<file path="config.mk">
export PLATFORM = sky130hd
export DESIGN_NAME = swd_watchdog
export DESIGN_NICKNAME = d
export VERILOG_FILES = /design/src/swd_pkg.sv /design/src/swd_watchdog.sv /design/src/swd_prescaler.sv
export SDC_FILE = /design/constraint.sdc
export NUM_CORES = 1
export LEC_CHECK = 0
export ABC_AREA = 1
export ABC_CLOCK_PERIOD_IN_PS = 2300
export BUFFER_PORTS_ARGS = -buffer_cell sky130_fd_sc_hd__buf_4
export CELL_PAD_IN_SITES_DETAIL_PLACEMENT = 2
export CELL_PAD_IN_SITES_GLOBAL_PLACEMENT = 2
export CORE_MARGIN = 5
export CORE_UTILIZATION = 30
export CTS_CLUSTER_SIZE = 24
export DETAILED_ROUTE_END_ITERATION = 6
export HOLD_SLACK_MARGIN = 0.06
export PLACE_DENSITY_LB_ADDON = 0.1
export SLEW_MARGIN = 20
export SYNTH_ARGS = -nofsm -noshare
export SYNTH_HDL_FRONTEND = slang
export SYNTH_SLANG_ARGS = --single-unit
</file>
<file path="constraint.sdc">
create_clock -name clk_sys -period 2.3 [get_ports clk_sys]
set_input_delay 0.345 -clock clk_sys [delete_from_list [all_inputs] [get_ports clk_sys]]
set_output_delay 0.345 -clock clk_sys [all_outputs]
set_load 0.02 [all_outputs]
</file>
<file path="src/swd_pkg.sv">
package swd_pkg;

  // Counter geometry
  localparam int SWD_CNT_W = 15;
  localparam int SWD_REL_W = 7;
  localparam int SWD_LOW_W = 8;
  localparam int SWD_REG_W = 8;
  localparam int SWD_PSEL_BIT = 7;

  // Count rates as oscillator divisors
  localparam int SWD_FAST_DIV = 12;
  localparam int SWD_SLOW_FACTOR = 16;
  localparam int SWD_SLOW_DIV = SWD_FAST_DIV * SWD_SLOW_FACTOR;

  // Reset and boundary values
  localparam logic [SWD_CNT_W-1:0] SWD_CNT_RST = 15'h0000;
  localparam logic [SWD_CNT_W-1:0] SWD_CNT_TOP = 15'h7FFF;
  localparam logic [SWD_REG_W-1:0] SWD_RELOAD_RST = 8'h00;
  localparam logic [SWD_LOW_W-1:0] SWD_LOW_ZERO = 8'h00;
  localparam logic [SWD_REL_W-1:0] SWD_REL_MAX = 7'h7F;

  // Shortest time-out at the reference oscillator
  localparam int SWD_MIN_TIMEOUT_US = 256;
  localparam int SWD_REF_OSC_MHZ = 12;
  localparam int SWD_MIN_TIMEOUT_TICKS = SWD_MIN_TIMEOUT_US * SWD_REF_OSC_MHZ / SWD_FAST_DIV;

  // One software instruction touching the watchdog bits
  typedef struct packed {
    logic valid;
    logic watchdog_refresh_bit;
    logic watchdog_start_bit;
    logic reload_wr;
    logic [SWD_REG_W-1:0] reload_data;
  } swd_sw_req_t;

endpackage

</file>
<file path="src/swd_watchdog.sv">
`timescale 1ns/1ps

module swd_watchdog
  import swd_pkg::*;
(
  input wire logic clk_sys,
  input wire logic reset_n,
  input wire swd_sw_req_t sw_req,
  input wire logic idle_mode,
  input wire logic power_down_mode,
  output logic wdt_reset_out,
  output logic watchdog_reset_status_flag,
  output logic watchdog_running,
  output logic [SWD_REG_W-1:0] watchdog_reload_register,
  output logic [SWD_CNT_W-1:0] count_value
);

  logic [SWD_CNT_W-1:0] count_reg, count_next;
  logic [SWD_REG_W-1:0] reload_reg, reload_next;
  logic running_reg, running_next;
  logic pending_reg, pending_next;
  logic status_reg, status_next;
  logic rst_out_reg, rst_out_next;
  logic halt;
  logic tick;
  logic reload_do;
  logic overflow;

  assign halt = idle_mode | power_down_mode;

  // Count rate comes from the select bit of the reload register
  swd_prescaler #(
    .FAST_DIV(SWD_FAST_DIV),
    .SLOW_FACTOR(SWD_SLOW_FACTOR)
  ) u_prescaler (
    .clk_sys(clk_sys),
    .reset_n(reset_n),
    .halt(halt),
    .slow_sel(reload_reg[SWD_PSEL_BIT]),
    .tick(tick)
  );

  // Refresh sequencing: one request pulse per instruction
  always_comb begin
    pending_next = pending_reg;
    reload_do = 1'b0;
    if (sw_req.valid) begin
      // Any instruction after the refresh one ends the pending window unless it sets the refresh bit again
      reload_do = pending_reg && sw_req.watchdog_start_bit && running_reg;
      pending_next = sw_req.watchdog_refresh_bit;
    end
  end

  // Reload register, start bit, counter and overflow
  always_comb begin
    reload_next = reload_reg;
    running_next = running_reg;
    count_next = count_reg;
    status_next = status_reg;
    rst_out_next = 1'b0;
    overflow = running_reg && tick && !halt && (count_reg == SWD_CNT_TOP);
    if (sw_req.valid && sw_req.reload_wr) begin
      reload_next = sw_req.reload_data;
    end
    // A cleared start bit never stops a running timer
    if (sw_req.valid && sw_req.watchdog_start_bit) begin
      running_next = 1'b1;
    end
    if (reload_do) begin
      // Low byte restarts from zero; it has no load path of its own
      count_next = {reload_reg[SWD_REL_W-1:0], SWD_LOW_ZERO};
    end else if (overflow) begin
      // The internal reset it raises clears the counter and the run bit; the reload register keeps its value
      count_next = SWD_CNT_RST;
      running_next = 1'b0;
      rst_out_next = 1'b1;
      status_next = 1'b1;
    end else if (running_reg && tick && !halt) begin
      count_next = count_reg + 1'b1;
    end
  end

  // Only the external reset clears the cause flag, so it outlives the pulse
  always_ff @(posedge clk_sys) begin
    if (!reset_n) begin
      count_reg <= SWD_CNT_RST;
      reload_reg <= SWD_RELOAD_RST;
      running_reg <= 1'b0;
      pending_reg <= 1'b0;
      status_reg <= 1'b0;
      rst_out_reg <= 1'b0;
    end else begin
      count_reg <= count_next;
      reload_reg <= reload_next;
      running_reg <= running_next;
      pending_reg <= pending_next;
      status_reg <= status_next;
      rst_out_reg <= rst_out_next;
    end
  end

  assign wdt_reset_out = rst_out_reg;
  assign watchdog_reset_status_flag = status_reg;
  assign watchdog_running = running_reg;
  assign watchdog_reload_register = reload_reg;
  assign count_value = count_reg;

  // Helper: cycles between ticks, valid only over an undisturbed period
  logic [$clog2(SWD_SLOW_DIV)+1:0] gap_reg, gap_next;
  logic gap_ok_reg, gap_ok_next;
  logic sel_d_reg, sel_d_next;

  // A rate change or a halt spoils the period in flight, so it is not judged
  always_comb begin
    sel_d_next = reload_reg[SWD_PSEL_BIT];
    gap_next = tick ? '0 : gap_reg + 1'b1;
    gap_ok_next = gap_ok_reg;
    if (halt || (sel_d_reg != reload_reg[SWD_PSEL_BIT])) begin
      gap_ok_next = 1'b0;
    end else if (tick) begin
      gap_ok_next = 1'b1;
    end
  end

  // Helper state only registers its next values
  always_ff @(posedge clk_sys) begin
    if (!reset_n) begin
      gap_reg <= '0;
      gap_ok_reg <= 1'b0;
      sel_d_reg <= 1'b0;
    end else begin
      gap_reg <= gap_next;
      gap_ok_reg <= gap_ok_next;
      sel_d_reg <= sel_d_next;
    end
  end
endmodule

</file>
<file path="src/swd_prescaler.sv">
`timescale 1ns/1ps

// Oscillator divider: fast tick every FAST_DIV cycles, slow one every FAST_DIV*SLOW_FACTOR
module swd_prescaler
  import swd_pkg::*;
#(
  parameter int FAST_DIV = SWD_FAST_DIV,
  parameter int SLOW_FACTOR = SWD_SLOW_FACTOR
) (
  input wire logic clk_sys,
  input wire logic reset_n,
  input wire logic halt,
  input wire logic slow_sel,
  output logic tick
);

  localparam int AW = $clog2(FAST_DIV);
  localparam int BW = $clog2(SLOW_FACTOR);
  localparam logic [AW-1:0] A_LAST = AW'(FAST_DIV - 1);
  localparam logic [BW-1:0] B_LAST = BW'(SLOW_FACTOR - 1);
  localparam logic [AW-1:0] A_ZERO = '0;
  localparam logic [BW-1:0] B_ZERO = '0;

  logic [AW-1:0] a_reg, a_next;
  logic [BW-1:0] b_reg, b_next;
  logic tick_reg, tick_next;
  logic a_wrap;

  // Both stages stand still while halted, so no partial period is lost
  always_comb begin
    a_next = a_reg;
    b_next = b_reg;
    tick_next = 1'b0;
    a_wrap = (a_reg == A_LAST);
    if (!halt) begin
      a_next = a_wrap ? A_ZERO : a_reg + 1'b1;
      if (a_wrap) begin
        b_next = (b_reg == B_LAST) ? B_ZERO : b_reg + 1'b1;
        tick_next = slow_sel ? (b_reg == B_LAST) : 1'b1;
      end
    end else begin
      // A tick raised just as the halt begins waits for the release, not lost
      tick_next = tick_reg;
    end
  end

  always_ff @(posedge clk_sys) begin
    if (!reset_n) begin
      a_reg <= A_ZERO;
      b_reg <= B_ZERO;
      tick_reg <= 1'b0;
    end else begin
      a_reg <= a_next;
      b_reg <= b_next;
      tick_reg <= tick_next;
    end
  end

  assign tick = tick_reg;

endmodule

</file>
==> results of run 1 <==
## worst max-delay path, cell delays in order (launching register included)
cell and delay, ps:
dfxtp_1 420, ha_1 200, nand2_1 60, nor2_2 230, nand3_2 170, nor2_4 180
inv_2 70, nand3_4 130, nor2_1 70
## cell type report
cell class | instances | area share
clock buffer | 6 | 0.0321
clock inverter | 1 | 0.00221
inverter | 37 | 0.0614
multi-input combinational | 169 | 0.408
sequential | 36 | 0.319
tap | 75 | 0.0415
timing repair buffer | 41 | 0.136
## metal layers
| layer | global-route usage | vias to the layer above | wire (µm) |
|---|---|---|---|
| li1 | - | 872 | - |
| met1 | 0.193 | 813 | 2510 |
| met2 | 0.260 | 33 | 2470 |
| met3 | 0.0442 | 9 | 238 |
| met4 | 0.0502 | 0 | 82 |
| met5 | 0 | - | 0 |
## metrics by stage
step / total power [mW] / hold slack, ps
after floorplan: 0.720 / 439
after global placement: 0.774 / 459
after detailed placement: 0.776 / 461
after CTS: 1.22 / 287
after global routing: 1.26 / 297
final: 1.19 / 297
## power groups by stage
| stage | combinational (mW) | sequential, mW | clock, mW |
|---|---|---|---|
| floorplan | 0.0454 | 0.674 | 0 |
| global placement | 0.109 | 0.665 | 0 |
| detailed placement | 0.111 | 0.665 | 0 |
| CTS | 0.112 | 0.651 | 0.459 |
| global route | 0.122 | 0.652 | 0.488 |
| finish | 0.109 | 0.650 | 0.435 |
## cells by family after synthesis
kind of cell / count (synthesis) / synth area share
AND/OR/NAND/NOR: 109 / 0.300
AO/OA/AOI/OAI: 48 / 0.145
buffers and inverters: 42 / 0.0932
flip-flops: 36 / 0.398
XOR/XNOR: 9 / 0.0435
adder cells (fa/ha/maj): 3 / 0.0207
## final timing paths
check | to | slack, ps | cells after the start
worst min-delay path | pending_reg | 300 | 2
worst max register to register | count_value[4] | 670 | 8
worst max-delay path | count_value[4] | 670 | 8
worst min register to register | watchdog_reset_status_flag | 470 | 2
## cells in the final DEF, fill, tap and decap left out
cell type	n
o22ai_1	7
nor3_2	1
buf_4	41
nand2_2	4
nand2_4	1
nand3_2	1
inv_1	36
a21oi_1	21
xor2_1	6
xnor2_1	3
nand2_1	50
nor2_2	2
inv_2	1
clkinv_2	1
nor2_4	3
nand4_4	1
nor3_1	2
o21ai_0	16
nand3_4	1
clkbuf_8	5
nor2_8	1
a21oi_2	3
ha_1	3
o211ai_1	1
nor3b_1	1
nor2_1	27
nand3_1	9
nand4_1	5
dfxtp_1	36
clkbuf_1	1
==> flow_summary.ini, run 1 <==
[worst_setup_path]
setup.worst_path.end_class = flop
worstSetupPathType = flop to flop
required_ps = 2480
startpoint = count_value[1]
timing.rr.start = count_value[1]
critical_path.max_fanout = 8
cp.arrival_ps = 1810
cp-start-kind = flop

[placed_design]
gp_congestion = 0.724
port-buffer-count = 41
dpl.cell_count = 358
hpwl_mm = 4.13
dp_slack_ps = 659
placed_area_um2 = 2180

[global_route]
grt.overflow.total = 0
grt_max_degree = 18
antenna_found_initial = 0
track_usage = 0.155
first_global_vias = 1921
grt_pass1_wl_mm = 9.34

[clocking]
clk_latency_ps = 290
post-cts-setup-buffers = 0
path_clk_slew_ps = 70
ctsHtreeMaxLevel = 2
hold_buffers = 0
cts_resized = 0
cts_sinks = 36
cts-root-buf = clkbuf_8
cts_buffer_depth = 2
numCtsBuffers = 5
cts_tree = built

[logic_synthesis]
synthTopCellsByArea = dfxtp_1, nand2_1, inv_1, a21oi_1, nor2_1
ys_seq_elements = 36
synth_commonest_cells = nand2_1, dfxtp_1, inv_1
ys_seq_area_frac = 0.398
yosysTopAreaCell = dfxtp_1
netlist_area_um2 = 1810
syn_nets = 266
synth_most_common_cell = nand2_1
ys.flop_type = dfxtp_1
avgSynthCellArea_um2 = 7.34
synth_edf_count = 0
synthCells = 247
postSynth.asyncResetShare = 0
ys_types = 29
synth_warnings = 0
synth_top_area_frac = 0.398

[drt]
drtAntennaViolNets = 0
drt-vias-per-instance = 4.73
firstDrtPassIters = 2
drc_errors = 0
routed_wl_mm = 5.30
avgRoutedWirePerCell_um = 14.5
drtIter0Drc = 34
vias = 1727

[timing]
skew_ps = 7.12
rsz0062_at_grt = no
post-route-min-period_ps = 1630
slew_viol_final = 0
setup_violations = 0
fmax_mhz = 614
setup_ws_ps = 673
relSlewSlack = 0.719
hold_violations = 0
finalCritPeriodShare = 0.708
tightest_slew_ps = 421
fin_setup_tns_ps = 0

[power_and_ir_drop]
worst_ir_drop_vdd_mv = 0.233
p_switching_uw = 304
p_sw_frac = 0.255
p_seq_frac = 0.545
share_comb_of_total_power = 0.091
power_frac_clock = 0.364
internal_power_uw = 890
p_per_area_nw_per_um2 = 528
p_leak_nw = 0.934

[floorplanning]
start_util = 0.308
boundaryPins = 42
rows = 28
die_area_um2 = 7700
die_y_um = 87.7
core_area_um2 = 5890
die_w_um = 87.7

[layout]
nets = 309
largest_register_ff_count = 15
stdcell_area_um2 = 2260
final_cells = 365
multi_input_area_um2 = 923
seqCellArea_um2 = 721
post-route-util = 0.384
antenna_cells = 0
synthToLayoutAreaGrowth_pct = 24.8
drive_gt1_frac = 0.228
nFillCells = 699

[worst_hold_path]
min_from = sw_req[11]
hold_path.class = input port to flop

[run_status]
status = finished clean

[run]
cap_violations = 0
Note: power is estimated with default switching activity, not from simulation.
==> run 2, diff against run 1 <==
Settings changed: ABC_CLOCK_PERIOD_IN_PS 2300 to 1350, CORE_UTILIZATION 30 to 26.
Clock period 2.3 ns to 1.35 ns, I/O delays scaled along.
==> run 2 against run 1 <==
The flow now finishes with violations (setup timing). Global-route usage is 1.5 points lower. Clock power is 77% higher. Sequential power is 69% higher. Sequential cell count stayed put. Largest power group unchanged. Clock skew is 2.7 ps lower. Cell area is 18% higher. Non-clock buffer count is 34 higher. Register-to-register slack worse by 680 ps. Die area is 14% higher. Critical path type unchanged. Critical path depth is 2 higher. Critical endpoint is now count_value[10].
==> flow_summary.ini, run 2 (synthesized netlist as in run 1, its figures left out) <==
[run_status]
status = finished with violations
violations = setup timing

[layout]
largest_register_ff_count = 15
drive_gt1_frac = 0.394
final_cells = 421
seqCellArea_um2 = 743
nets = 343
layout_common_cells = buf_4, nand2_1, inv_1
layout_commonest_cell = buf_4
nFillCells = 802
antenna_cells = 0
synthToLayoutAreaGrowth_pct = 47.0
multi_input_area_um2 = 1010
post-route-util = 0.392

[worst_setup_path]
cp.arrival_ps = 1590
setup.worst_path.end_class = flop
critical_path.max_fanout = 3
timing.rr.end = count_value[10]
r2r_slack_ps = -10
worstRegToRegCells = 10
worstSetupPathType = flop to flop
required_ps = 1580
timing.rr.start = count_value[1]
cp-start-kind = flop

[floorplanning]
die_y_um = 93.5
core_area_um2 = 6790
rows = 30
start_util = 0.267
die_w_um = 93.5
boundaryPins = 42
die_area_um2 = 8740

[global_route]
first_global_vias = 2070
antenna_found_initial = 0
grt.overflow.total = 0
grt_max_degree = 17
grt_pass1_wl_mm = 9.71
track_usage = 0.140

[drt]
drtIter0Drc = 19
avgRoutedWirePerCell_um = 13.6
drtAntennaViolNets = 0
drt-vias-per-instance = 4.43
drc_errors = 0
routed_wl_mm = 5.72
vias = 1867
firstDrtPassIters = 4

[timing]
fmax_mhz = 736
post-route-min-period_ps = 1360
hold_ws_ps = 147
setup_ws_ps = -9.53
tightest_slew_ps = 412
relSlewSlack = 0.725
slew_viol_final = 0
setup_violations = 3
finalCritPeriodShare = 1.01
skew_ps = 4.39
hold_violations = 0
fin_setup_tns_ps = -15.6
rsz0062_at_grt = yes

[clocking]
numCtsBuffers = 5
cts-root-buf = clkbuf_8
cts_tree = built
ctsHtreeMaxLevel = 2
clk_latency_ps = 290
cts_sinks = 36
cts_buffer_depth = 2
path_clk_slew_ps = 80

[placed_design]
dpl.cell_count = 409
gp_congestion = 0.759
hpwl_mm = 4.63
port-buffer-count = 41

[run]
cap_violations = 0

[worst_hold_path]
hold_path.class = input port to flop
hold_path_depth = 3
min_from = sw_req[10]
min_to = pending_reg

[power_and_ir_drop]
p_per_area_nw_per_um2 = 780
worst_ir_drop_vdd_mv = 0.341
p_leak_nw = 1.15
fin_total_pwr_mw = 2.08
==> run 2: changes by cell type in the layout (fill, tap and decap cells not counted), sizes merged <==
cell and change:
buf +34, clkbuf +1
==> run 2: worst max-delay path by stage <==
| stage | to | from |
|---|---|---|
| 2_1_floorplan | count_value[6] | count_value[0] |
| 3_3_place_gp | u_prescaler.b_reg[3] | u_prescaler.a_reg[0] |
| 3_5_place_dp | u_prescaler.b_reg[3] | u_prescaler.a_reg[0] |
| 4_1_cts | count_value[10] | count_value[1] |
| 5_1_grt | count_value[10] | count_value[0] |
| 6_report | count_value[10] | count_value[1] |
==> run 2: stage by stage <==
stage                     worst slack, ps  instance area [µm²]
final                               -9.53                 2670
after CTS                           -15.8                 2570
after global routing                -96.1                 2670
after detailed placement            -81.6                 2470
after floorplan                     -13.1                 1850
after global placement              -17.4                 2470
==> run 2: repair_timing <==
action / CTS / global route
cloned: 0 / 0
buffers inserted: 0 / 4
gates resized for setup: 5 / 22
endpoints found under the setup margin: 18 / 19
pin swaps: 3 / 7
hold buffers: 0 / 0
==> run 2: area by class of cell <==
cell class,instances,share of cell area
Clock inverter,1,0.00188
Multi-Input combinational cell,169,0.381
Clock buffer,7,0.0286
Sequential cell,36,0.279
Timing Repair Buffer,75,0.213
Tap cell,96,0.0451
Inverter,37,0.0521
==> run 2: metal layers <==
metal,track usage,wire length (µm),vias to the layer above
met5,0,0,-
met4,0.0366,66,0
met3,0.0338,240,6
met2,0.245,2720,35
met1,0.171,2690,881
li1,-,-,945
==> run 2: where the power goes <==
part / leakage, nW / internal (mW) / switching, mW / total, mW
Clock: 0.0422 / 0.363 / 0.406 / 0.769
Sequential: 0.299 / 1.08 / 0.0196 / 1.10
Combinational: 0.807 / 0.0919 / 0.116 / 0.208
Total: 1.15 / 1.54 / 0.542 / 2.08
==> run 2: worst max-delay path: stages, from the launching register on <==
cell and delay, ps:
dfxtp_4 370, ha_4 140, nand2_4 50, nor2_4 140, buf_4 140, nand2_2 60
nor2_1 80, nand2_1 50, nand2_1 60, nand2_1 70, a21oi_2 120
==> run 3, diff against run 2 <==
Settings changed: PLACE_DENSITY from default to 0.83, PLACE_DENSITY_LB_ADDON 0.1 to default.
==> run 3 against run 2 <==
The flow still finishes with violations (setup timing). Power rose by 2.8%. Sequential power about the same. Combinational power is essentially flat. Critical path type unchanged. Largest power group unchanged.
==> flow_summary.ini, run 3 (synthesized netlist as in run 1, its figures left out) <==
[worst_setup_path]
r2r_slack_ps = -40
timing.rr.end = count_value[11]
setup.worst_path.end_class = flop
required_ps = 1540
worstRegToRegCells = 9
critical_path.max_fanout = 6
cp.arrival_ps = 1590
worstSetupPathType = flop to flop
startpoint = count_value[1]
timing.rr.start = count_value[1]
cp-start-kind = flop

[layout]
layout_common_cells = buf_4, nand2_1, inv_1
nets = 337
drive_gt1_frac = 0.401
layout_commonest_cell = buf_4
post-route-util = 0.392
largest_register_ff_count = 15
synthToLayoutAreaGrowth_pct = 46.9
antenna_cells = 0

[drt]
drtIter0Drc = 33
drt-vias-per-instance = 4.57
drc_errors = 0
avgRoutedWirePerCell_um = 15.6
vias = 1897
drtAntennaViolNets = 0
routed_wl_mm = 6.49
firstDrtPassIters = 4

[clocking]
cts_buffer_depth = 2
ctsHtreeMaxLevel = 2
path_clk_slew_ps = 80
cts_tree = built
numCtsBuffers = 5
clk_latency_ps = 300
cts-root-buf = clkbuf_8
hold_buffers = 0
cts_sinks = 36

[global_route]
grt.overflow.total = 0
grt_busiest_layer = met2
first_global_vias = 2086
grt_pass1_wl_mm = 10.0
antenna_found_initial = 0
grtUsageMet3 = 0.0346
track_usage = 0.145
met1_usage = 0.176
grt_max_degree = 18
grtUsageMet2 = 0.254

[floorplanning]
die_area_um2 = 8740
start_util = 0.267
core_area_um2 = 6790
boundaryPins = 42
die_w_um = 93.5
die_y_um = 93.5
rows = 30

[timing]
slew_viol_final = 0
skew_ps = 6.44
fmax_mhz = 717
post-route-min-period_ps = 1390
tightest_slew_ps = 394
rsz0062_at_grt = yes
setup_ws_ps = -44.1
finalCritPeriodShare = 1.03
relSlewSlack = 0.737
setup_violations = 17
hold_violations = 0

[run_status]
status = finished with violations
violations = setup timing

[worst_hold_path]
hold_path.class = input port to flop
hold_path_depth = 3
min_from = sw_req[10]
min_to = pending_reg

[power_and_ir_drop]
p_per_area_nw_per_um2 = 803
worst_ir_drop_vdd_mv = 0.395
p_leak_nw = 1.13

[run]
cap_violations = 0

[placed_design]
port-buffer-count = 41
hpwl_mm = 4.67
gp_congestion = 0.831
dp_slack_ps = -94.4
[run 3: how the worst max path moves through the flow]
stage	slack [ps]	to	cells after the start
finish	-40	count_value[11]	9
global route	-180	count_value[10]	8
CTS	-50	count_value[2]	8
detailed placement	-90	count_value[2]	8
global placement	-30	count_value[7]	8
floorplan	-10	count_value[6]	8
[run 3: cell type report]
cell class | count | area (µm²)
Clock buffer | 6 | 82.6
Clock inverter | 2 | 10.0
Fill cell | 807 | 4130
Inverter | 37 | 139
Multi-Input combinational cell | 169 | 1050
Sequential cell | 36 | 741
Tap cell | 96 | 120
Timing Repair Buffer | 69 | 526
[run 3: metrics by stage]
stage	total power [mW]	instances	TNS, ps	instance area (µm²)	hold slack, ps
finish	2.14	415	-429	2660	142
global route	2.22	415	-1960	2660	142
CTS	2.15	412	-395	2560	140
detailed placement	1.33	403	-878	2430	450
global placement	1.32	403	-209	2430	443
floorplan	1.22	247	-53.2	1850	297
[run 3: metal layers]
layer  vias to the layer above  part of all wire
met3                         5             0.036
li1                        935                 -
met2                        36              0.51
met4                         0            0.0091
met1                       921              0.44
met5                         -                 0
[run 3: where the power goes]
part | internal (mW) | switching, mW
clock | 0.408 | 0.420
combinational | 0.0864 | 0.119
sequential | 1.08 | 0.0206
[run 3: timing repair]
action	CTS	global route
buffers inserted	1	3
gates cloned	0	0
resized for setup	8	23
hold endpoints to repair	0	0
pin swaps	4	4
endpoints found under the setup margin	23	25
[run 3: worst max-delay path, stage by stage (launching register included)]
cell and delay [ps]:
dfxtp_4 380, ha_4 150, nand2_4 50, nor2_4 150, nand3_4 110, nor2_4 160
buf_6 120, nor2_4 50, nand2_1 70, a21oi_1 60
